File: src/ddio_pkg.sv
// Package for the debounced digital I/O port: widths, timing and resets.
// Assumes nothing beyond a SystemVerilog compiler.
package ddio_pkg;
    localparam int DDIO_CHANNELS = 16;
    localparam int DDIO_PORT_W = 8;
    localparam int DDIO_FSET_W = 5;
    localparam logic [4:0] DDIO_FSET_MAX = 5'h14;
    localparam logic [4:0] DDIO_FSET_RST = 5'h00;
    localparam logic [15:0] DDIO_OUT_RST = 16'h0000;
    localparam logic [15:0] DDIO_IN_RST = 16'h0000;
    // Idle level of the active-low pins, loaded into the synchroniser.
    localparam logic [15:0] DDIO_PIN_RST = 16'hFFFF;
    // Filter base clock and core clock, in kHz.
    localparam int DDIO_BASE_KHZ = 8000;
    localparam int DDIO_CORE_KHZ = 50000;
    // Filter time unit is 2**n base periods; base period in ps is 125000.
    localparam int DDIO_BASE_PS = 1000000000 / DDIO_BASE_KHZ;
    localparam int DDIO_CORE_PS = 1000000000 / DDIO_CORE_KHZ;
    // Core cycles for 2**n base periods, scaled by 2**n before dividing; least time
    // rounds up, so the count per base period is kept as a ratio.
    localparam int DDIO_CNT_W = 28;
endpackage : ddio_pkg

File: src/ddio_port.sv
// Debounced 16-in, 16-out digital I/O port with output readback.
// Assumes input pins are asynchronous; host side shares core_clk.
`timescale 1ns/1ps
`default_nettype none
module ddio_port
    import ddio_pkg::*;
#(
    parameter int CORE_KHZ = DDIO_CORE_KHZ,
    parameter int BASE_KHZ = DDIO_BASE_KHZ
) (
    // Clock, reset and clock enable.
    input wire logic core_clk,
    input wire logic reset,
    input wire logic clk_en,
    // Connector pins.
    input wire logic [7:0] io_connector_in0_n,
    input wire logic [7:0] io_connector_in1_n,
    output logic [7:0] io_connector_out0,
    output logic [7:0] io_connector_out1,
    // Host output write and readback.
    input wire logic out0_we,
    input wire logic [7:0] out0_wdata,
    input wire logic out1_we,
    input wire logic [7:0] out1_wdata,
    output logic [7:0] out0_rdata,
    output logic [7:0] out1_rdata,
    // Host filter setting.
    input wire logic fset_we,
    input wire logic [4:0] fset_wdata,
    output logic [4:0] fset_rdata,
    // Host input data.
    output logic [7:0] in0_rdata,
    output logic [7:0] in1_rdata
);
    // ------------------------------------------------------------
    // Filter time arithmetic
    // ------------------------------------------------------------
    // Core cycles for 2**n base periods, rounded up, at least one.
    function automatic logic [DDIO_CNT_W-1:0] ddio_cycles(
        input logic [4:0] n);
        longint num;
        longint cyc;
        num = longint'(CORE_KHZ) << n;
        cyc = (num + longint'(BASE_KHZ) - 1) / longint'(BASE_KHZ);
        if (cyc < 1) begin
            cyc = 1;
        end
        ddio_cycles = DDIO_CNT_W'(cyc);
    endfunction : ddio_cycles

    // ------------------------------------------------------------
    // Filter decision
    // ------------------------------------------------------------
    // Next filtered level of one channel; bypass copies the sample.
    function automatic logic ddio_filt_bit(
        input logic byp,
        input logic samp_b,
        input logic filt_b,
        input logic [DDIO_CNT_W-1:0] cnt,
        input logic [DDIO_CNT_W-1:0] lim);
        logic nxt;
        nxt = filt_b;
        if (byp) begin
            nxt = samp_b;
        end else if (samp_b != filt_b && cnt + 1'b1 >= lim) begin
            nxt = samp_b;
        end
        ddio_filt_bit = nxt;
    endfunction : ddio_filt_bit

    // Next stability count of one channel; a match restarts it.
    function automatic logic [DDIO_CNT_W-1:0] ddio_filt_cnt(
        input logic byp,
        input logic samp_b,
        input logic filt_b,
        input logic [DDIO_CNT_W-1:0] cnt,
        input logic [DDIO_CNT_W-1:0] lim);
        logic [DDIO_CNT_W-1:0] nxt;
        nxt = '0;
        if (!byp && samp_b != filt_b && cnt + 1'b1 < lim) begin
            nxt = cnt + 1'b1;
        end
        ddio_filt_cnt = nxt;
    endfunction : ddio_filt_cnt

    // ------------------------------------------------------------
    // Output latches
    // ------------------------------------------------------------
    // Port 0 latch holds channels 0 to 7.
    logic [7:0] out0_r;
    always_ff @(posedge core_clk) begin
        if (reset) begin
            out0_r <= DDIO_OUT_RST[7:0];
        end else if (clk_en && out0_we) begin
            out0_r <= out0_wdata;
        end
    end

    // Port 1 latch holds channels 8 to 15.
    logic [7:0] out1_r;
    always_ff @(posedge core_clk) begin
        if (reset) begin
            out1_r <= DDIO_OUT_RST[15:8];
        end else if (clk_en && out1_we) begin
            out1_r <= out1_wdata;
        end
    end

    // ------------------------------------------------------------
    // Output pins
    // ------------------------------------------------------------
    // Port 0 pins mirror the latch; one turns the transistor on.
    always_ff @(posedge core_clk) begin
        if (reset) begin
            io_connector_out0 <= DDIO_OUT_RST[7:0];
        end else if (clk_en) begin
            io_connector_out0 <= out0_r;
        end
    end

    // Port 1 pins mirror the latch; one turns the transistor on.
    always_ff @(posedge core_clk) begin
        if (reset) begin
            io_connector_out1 <= DDIO_OUT_RST[15:8];
        end else if (clk_en) begin
            io_connector_out1 <= out1_r;
        end
    end

    // ------------------------------------------------------------
    // Output readback
    // ------------------------------------------------------------
    // Port 0 readback copies the latch; reading changes nothing.
    always_ff @(posedge core_clk) begin
        if (reset) begin
            out0_rdata <= DDIO_OUT_RST[7:0];
        end else if (clk_en) begin
            out0_rdata <= out0_r;
        end
    end

    // Port 1 readback copies the latch; reading changes nothing.
    always_ff @(posedge core_clk) begin
        if (reset) begin
            out1_rdata <= DDIO_OUT_RST[15:8];
        end else if (clk_en) begin
            out1_rdata <= out1_r;
        end
    end

    // ------------------------------------------------------------
    // Filter setting
    // ------------------------------------------------------------
    logic [4:0] fset_r;
    logic [DDIO_CNT_W-1:0] limit_r;
    always_ff @(posedge core_clk) begin
        if (reset) begin
            fset_r <= DDIO_FSET_RST;
        end else if (clk_en && fset_we && fset_wdata <= DDIO_FSET_MAX) begin
            fset_r <= fset_wdata;
        end
    end

    always_ff @(posedge core_clk) begin
        if (reset) begin
            limit_r <= ddio_cycles(DDIO_FSET_RST);
        end else if (clk_en) begin
            limit_r <= ddio_cycles(fset_r);
        end
    end

    always_ff @(posedge core_clk) begin
        if (reset) begin
            fset_rdata <= DDIO_FSET_RST;
        end else if (clk_en) begin
            fset_rdata <= fset_r;
        end
    end

    // ------------------------------------------------------------
    // Synchroniser
    // ------------------------------------------------------------
    logic [7:0] meta0_r;
    logic [7:0] meta1_r;
    logic [7:0] sync0_r;
    logic [7:0] sync1_r;
    // Port 0 pins pass two flip-flops; only the second is read.
    always_ff @(posedge core_clk) begin
        if (reset) begin
            meta0_r <= DDIO_PIN_RST[7:0];
            sync0_r <= DDIO_PIN_RST[7:0];
        end else if (clk_en) begin
            meta0_r <= io_connector_in0_n;
            sync0_r <= meta0_r;
        end
    end

    // Port 1 pins pass two flip-flops; only the second is read.
    always_ff @(posedge core_clk) begin
        if (reset) begin
            meta1_r <= DDIO_PIN_RST[15:8];
            sync1_r <= DDIO_PIN_RST[15:8];
        end else if (clk_en) begin
            meta1_r <= io_connector_in1_n;
            sync1_r <= meta1_r;
        end
    end

    logic [15:0] samp;
    assign samp = ~{sync1_r, sync0_r};

    // ------------------------------------------------------------
    // Per-channel debounce
    // ------------------------------------------------------------
    logic byp;
    assign byp = (fset_r == DDIO_FSET_RST);
    logic [7:0] filt0_r;
    logic [7:0] filt1_r;
    logic [DDIO_CNT_W-1:0] cnt0_r [DDIO_PORT_W];
    logic [DDIO_CNT_W-1:0] cnt1_r [DDIO_PORT_W];

    // Port 0 filtered levels.
    always_ff @(posedge core_clk) begin
        if (reset) begin
            filt0_r <= DDIO_IN_RST[7:0];
        end else if (clk_en) begin
            for (int i = 0; i < DDIO_PORT_W; i++) begin
                filt0_r[i] <= ddio_filt_bit(byp, samp[i], filt0_r[i],
                    cnt0_r[i], limit_r);
            end
        end
    end

    // Port 0 stability counters.
    always_ff @(posedge core_clk) begin
        if (reset) begin
            for (int i = 0; i < DDIO_PORT_W; i++) begin
                cnt0_r[i] <= '0;
            end
        end else if (clk_en) begin
            for (int i = 0; i < DDIO_PORT_W; i++) begin
                cnt0_r[i] <= ddio_filt_cnt(byp, samp[i], filt0_r[i],
                    cnt0_r[i], limit_r);
            end
        end
    end

    // Port 1 filtered levels.
    always_ff @(posedge core_clk) begin
        if (reset) begin
            filt1_r <= DDIO_IN_RST[15:8];
        end else if (clk_en) begin
            for (int i = 0; i < DDIO_PORT_W; i++) begin
                filt1_r[i] <= ddio_filt_bit(byp, samp[i + DDIO_PORT_W],
                    filt1_r[i], cnt1_r[i], limit_r);
            end
        end
    end

    // Port 1 stability counters.
    always_ff @(posedge core_clk) begin
        if (reset) begin
            for (int i = 0; i < DDIO_PORT_W; i++) begin
                cnt1_r[i] <= '0;
            end
        end else if (clk_en) begin
            for (int i = 0; i < DDIO_PORT_W; i++) begin
                cnt1_r[i] <= ddio_filt_cnt(byp, samp[i + DDIO_PORT_W],
                    filt1_r[i], cnt1_r[i], limit_r);
            end
        end
    end

    // ------------------------------------------------------------
    // Input data
    // ------------------------------------------------------------
    // Port 0 input data shows channels 0 to 7.
    always_ff @(posedge core_clk) begin
        if (reset) begin
            in0_rdata <= DDIO_IN_RST[7:0];
        end else if (clk_en) begin
            in0_rdata <= filt0_r;
        end
    end

    // Port 1 input data shows channels 8 to 15.
    always_ff @(posedge core_clk) begin
        if (reset) begin
            in1_rdata <= DDIO_IN_RST[15:8];
        end else if (clk_en) begin
            in1_rdata <= filt1_r;
        end
    end
endmodule : ddio_port
`default_nettype wire

File: config.mk
export PLATFORM = sky130hd
export DESIGN_NAME = ddio_port
export DESIGN_NICKNAME = d
export VERILOG_FILES = /design/src/ddio_pkg.sv /design/src/ddio_port.sv
export SDC_FILE = /design/constraint.sdc
export NUM_CORES = 2
export LEC_CHECK = 0
export BUFFER_PORTS_ARGS = -buffer_cell sky130_fd_sc_hd__buf_2
export CORE_MARGIN = 2
export CORE_UTILIZATION = 60
export DETAILED_ROUTE_END_ITERATION = 8
export GPL_ROUTABILITY_DRIVEN = 0
export GPL_TIMING_DRIVEN = 0
export PLACE_DENSITY_LB_ADDON = 0.05
export SETUP_SLACK_MARGIN = 0.5
export SYNTH_ARGS = -nofsm -noshare
export SYNTH_HDL_FRONTEND = slang
export SYNTH_SLANG_ARGS = --single-unit
File: constraint.sdc
create_clock -name core_clk -period 29.6 [get_ports core_clk]
set_input_delay 2.96 -clock core_clk [delete_from_list [all_inputs] [get_ports core_clk]]
set_output_delay 2.96 -clock core_clk [all_outputs]
set_load 0.05 [all_outputs]
Yosys cells after proc, flatten, opt, wreduce, memory -nomap -nowiden
Memory sizes are Yosys's and may differ from the RTL's.
Cells that the tools add are included.
Storage, ports and cells
  bits in writable memories: 448
  memories kept: 2
  input port bits: 43
  flip-flop bits (word level): 134
  word-level logic and storage cells: 306
  output and inout bits: 53
Operators by class
  divide/modulo/power cells: 1
  multiplexer cells: 102
  shift operators: 1
  magnitude comparators: 34
  reductions and logical operators: 86
  add/sub/neg operators: 18
  bitwise gates (word level): 17
  equal/unequal tests: 16
Memory list
  cnt0_r: depth 8, width 28, rd ports 8, clocked after Yosys merged registers in 0, wr ports 8, RTL line ddio_port.sv:219  | logic [DDIO_CNT_W-1:0] cnt0_r [DDIO_PORT_W];
  cnt1_r: depth 8, width 28, rd ports 8, clocked after Yosys merged registers in 0, wr ports 8, RTL line ddio_port.sv:220  | logic [DDIO_CNT_W-1:0] cnt1_r [DDIO_PORT_W];
Operator list (count)
  2-to-1 mux 28 bit: 65
  adder 28 x 1 -> 28 bit (second input constant): 16
  greater-or-equal comparator 28 bit: 16
  < comparator 28 bit: 16
  adder 64 x 14 -> 64 bit (second input constant): 1
  divider 64 x 14 -> 64 bit (second input constant): 1
  < comparator 64 x 2 -> 1 bit (second input constant): 1
  left shift 16 x 5 -> 64 bit (first input constant): 1
  subtractor 64 x 2 -> 64 bit (second input constant): 1
  logical AND 1 bit: 52
  2-to-1 mux 1 bit: 37
  AND reduction 2 bit: 16
  nonzero test 2 bit: 16
  != test 1 bit: 16
  NOT 16 bit: 1
  bitwise OR 1 bit: 16
  less-or-equal comparator 5 bit (second input constant): 1
  zero test 5 bit: 1
  zero test 1 bit: 1

Logic depth before layout (Yosys ltp)
  depth after elaboration: 8
  gate-level depth with buffers: 103
  gate-level depth less buffers: 80

Least setup slack after synthesis
Ideal clock, no wire load.
  kind: flip-flop to flip-flop
  from: reg fset_r[2]
  to: reg limit_r[0]
  arrival time: 22.335 ns
  required time: 29.517 ns
  setup time: 0.083 ns
  cell stages (with the launch flop): 92
  clock period less this slack: 22.418 ns
  path buffers: 11
  slack: 7.182 ns
  cells stage by stage: dfxtp_1 buf_4 inv_1 clkbuf_1 ha_1 and4_4 nand4_1 a211oi_1 nor3_1 or3_1 a32o_1 o31ai_2 buf_4 mux2i_1 nand3_1 and3_1 o311a_1 a211o_1 [... 56 more ...] mux2i_2 nor3_1 or4_1 nand3_2 o32a_1 xor2_1 a41oi_4 o31ai_1 o2111ai_2 o21a_1 a21oi_2 buf_4 nand2_1 o221ai_1 nand4_1 nand2_1 mux2_2 o221ai_1
On the way
  word-level cells in the longest chain between the ends: 6
Ends and longest elaborated chain
  start, declared: RTL line ddio_port.sv:154  | logic [4:0] fset_r;
  start signal, assigned: RTL line ddio_port.sv:160  | fset_r <= fset_wdata;
  left shift 16 x 5 -> 64 bit (*): RTL line ddio_port.sv:43  | num = longint'(CORE_KHZ) << n;
  adder 64 x 14 -> 64 bit (*): RTL line ddio_port.sv:44  | cyc = (num + longint'(BASE_KHZ) - 1) / longint'(BASE_KHZ);
  subtractor 64 x 2 -> 64 bit (*): RTL line ddio_port.sv:44
  divider 64 x 14 -> 64 bit (*): RTL line ddio_port.sv:44
  < comparator 64 x 2 -> 1 bit: RTL line ddio_port.sv:45  | if (cyc < 1) begin
  2-to-1 mux 28 bit (*): RTL line ddio_port.sv:45
  end signal, assigned: RTL line ddio_port.sv:166  | limit_r <= ddio_cycles(DDIO_FSET_RST);
  end signal, assigned: RTL line ddio_port.sv:168  | limit_r <= ddio_cycles(fset_r);
  end, declared: RTL line ddio_port.sv:155  | logic [DDIO_CNT_W-1:0] limit_r;
Mark *: on every way between the ends. The rest lies on a longest branch, timed or not.
A chain may end at the register's enable or synchronous reset.

Worst setup path after layout
Same ends and word-level chain as after synthesis.

==> reports/metrics.cfg <==
[clock_tree]
clkTransAtPathRegs_ns=0.06
hold_buffers=0
cts_resized=0
insertion_delay_ns=0.64
cts_made_buffers=69
cts_tree=done
cts_root_buf=clkbuf_16
cts_buffer_depth=3
clock-sinks=582
htreeDepth=3
post_cts_buffers=0

[placed_design]
numPortBuffers=92
hpwl_um=107000
dp.cells=6900

[sta]
report.final.slew_viol_count=11
max_slew_margin_pct=-0.777
rsz0062_at_grt=no
fin_skew_ns=0.0417
fmax_mhz=36.6
period_minus_slack_ns=27.31
fin_crit_sh_pct=92.3
fin_setup_tns_ns=0
worst_pin_slew_ns=1.51
setup_violations=0
hold_viol=0

[job]
maxCapViolCount=1

[power_and_ir_drop]
power_density_nw_per_um2=57.2
ir_drop_v=0.0000845
p_leak_uw=0.0219

[global_routing]
grt_pass1_vias=41600
grt_pass1_wl_um=231000
antenna_found_initial=5
overflow=0
grt_max_degree=70
track_usage_pct=33.6

[critical_path]
slowest_delay_ns=0.78
cp.depth=88
cpLargestDelayFamily=compound AO/OA/AOI/OAI gates
start_kind=flip-flop
reg2reg_depth=88
endpoint_kind=flip-flop
required_ns=30.14
crit_type=reg -> reg
slowest_stage=a311oi_1
worst-path-buf-inv=10
critPathArrivalTime_ns=27.85
path_max_fanout=10

[final_layout]
finalNetCount=6344
drive_above_1_share_pct=8.66
stdcell_count=7032
syn_to_final_growth_pct=9.23

[synth]
synth.distinct_cells=158
synth-seq-area-share_pct=31.5
synth_top_area_share_pct=26.3
syn_nets=6157
synth_largest_area_cell=edfxtp_1
ys_ff_latch=582
async_reset_ff_share_pct=0
synth_cells=5642
syn_area_um2=51200
avgSynthCellArea_um2=9.08
synth_flop_cell=edfxtp_1
synth.top_cells.by_area=edfxtp_1 26%, ha_1 12%, nor2b_1 6.3%
synth_edf_count=448
ys_warn_count=0

[route]
drc_errors=0
routed_wirelength_um=151000
first_iter_violations=4383
dr.pass1.iters=6
dr_total_vias=44900
wire_per_inst_um=21.5
ant_nets=0
via_per_inst=6.38

[floorplanning]
io_pins=96
die_w_um=296
rows=107
start_util_pct=60.3
dieArea_um2=87700
coreArea_um2=84900
die_h_um=296

[status]
violations=capacitance limit, slew limit
outcome=complete, but fails checks

[worst_hold_path]
hp-class=reg -> reg
hold_depth=2

worst register-to-register path: cells and delay by family, from the launching register on:
family | cells | cell delay, ns
AO/OA/AOI/OAI | 42 | 14.24
buffers and inverters | 10 | 2.30
adder cells (fa/ha/maj) | 1 | 0.43
XOR/XNOR | 2 | 0.78
flip-flops | 1 | 0.33
AND/OR/NAND/NOR | 25 | 5.93
multiplexers | 8 | 3.20
cell usage in the layout (no fill, tap or decap), drive strengths merged, types with 21 or more instances in the layout:
cell,instances
xor2,170
and3,149
nand4,186
mux2i,143
clkbuf,191
a21oi,263
a311oi,22
nor2b,519
nand3,332
xnor2,358
a21o,79
nor4,29
nand2b,91
a21boi,29
and4,34
a31oi,50
edfxtp,448
nor2,428
o211ai,47
o21ai,224
ha,472
or3,37
o21a,32
a211oi,71
buf,213
o31a,21
nor3,103
inv,131
o31ai,23
nand2,402
mux2,21
dfxtp,134
a221oi,26
or2,34
and2,50
logic make-up after synthesis:
logic type	share of synthesized area (%)
flops	31.5
xor+xnor	9.06
mux	3.35
compound gates	16.4
buf+inv	2.96
simple gates	25.1
fa+ha+maj	11.6
routing by layer:
layer	share of wire, %	vias to the layer above	wire length [µm]	track usage, %
met5	0.016	-	24	0
met4	4.3	4	6510	13.2
met3	9.0	341	13500	5.83
met2	44	1732	65800	52.7
met1	43	21400	65100	46.2
li1	-	21400	-	-
metrics by stage:
step	utilization (%)	total power (µW)	setup WS [ns]	hold slack, ns	cell area, µm²
finish	65.9	3200	2.29	0.453	55900
global route	65.9	3370	0.723	0.472	55900
CTS	65.9	3190	3.06	0.454	55900
detailed placement	63.2	2310	3.21	0.447	53600
global placement	62.6	2280	3.27	0.443	53100
floorplan	-	2010	7.18	0.436	51200
report_power, final:
part	internal, µW	leakage, µW	switching, µW
clock	497	0.00112	373
combinational	538	0.0147	835
sequential	918	0.00608	38.9
worst paths after layout:
check,end,slack (ns),from
setup / recovery,limit_r[0]$_SDFFE_PP1P_,2.29,fset_r[2]$_SDFFE_PP0P_
hold / removal,sync0_r[1]$_SDFFE_PP1P_,0.45,meta0_r[1]$_SDFFE_PP1P_
setup reg to reg,limit_r[0]$_SDFFE_PP1P_,2.29,fset_r[2]$_SDFFE_PP0P_
hold reg to reg,sync0_r[1]$_SDFFE_PP1P_,0.45,meta0_r[1]$_SDFFE_PP1P_
sequential cells by signal, indices dropped and copies added (netlist names):
name / flops
filt0_r: 8
out0_r: 8
out1_rdata: 8
sync1_r: 8
meta1_r: 8
fset_rdata: 5
cnt1_r: 224
out0_rdata: 8
in0_rdata: 8
meta0_r: 8
fset_r: 5
filt1_r: 8
limit_r: 28
cnt0_r: 224
out1_r: 8
sync0_r: 8
in1_rdata: 8
cell usage after synthesis, drive strengths merged, types with 13 or more instances:
cell     number
a2111oi      14
a211o        18
a211oi       71
a21boi       29
a21o         79
a21oi       263
a221o        13
a221oi       26
a22o         13
a311oi       22
a31oi        50
and2         50
and3        149
and4         34
buf          98
clkbuf       93
dfxtp       134
edfxtp      448
ha          472
inv         124
mux2         21
mux2i       143
nand2       402
nand2b       91
nand3       332
nand4       186
nor2        428
nor2b       519
nor3        103
nor4         29
o211a        14
o211ai       47
o21a         32
o21ai       224
o221ai       17
o22ai        18
o311ai       15
o31a         21
o31ai        23
or2          34
or3          37
or4          13
xnor2       358
xor2        170
final cells by class:
cell class / instances / area (µm²)
Multi-Input combinational cell: 4742 / 33600
Fill cell: 7191 / 28900
Sequential cell: 582 / 16100
Clock buffer: 97 / 1970
Tap cell: 1144 / 1430
Buffer: 194 / 1050
Timing Repair Buffer: 116 / 1010
Inverter: 124 / 465
Clock inverter: 31 / 313
Antenna cell: 2 / 5.00
(Power assumes the default switching activity.)
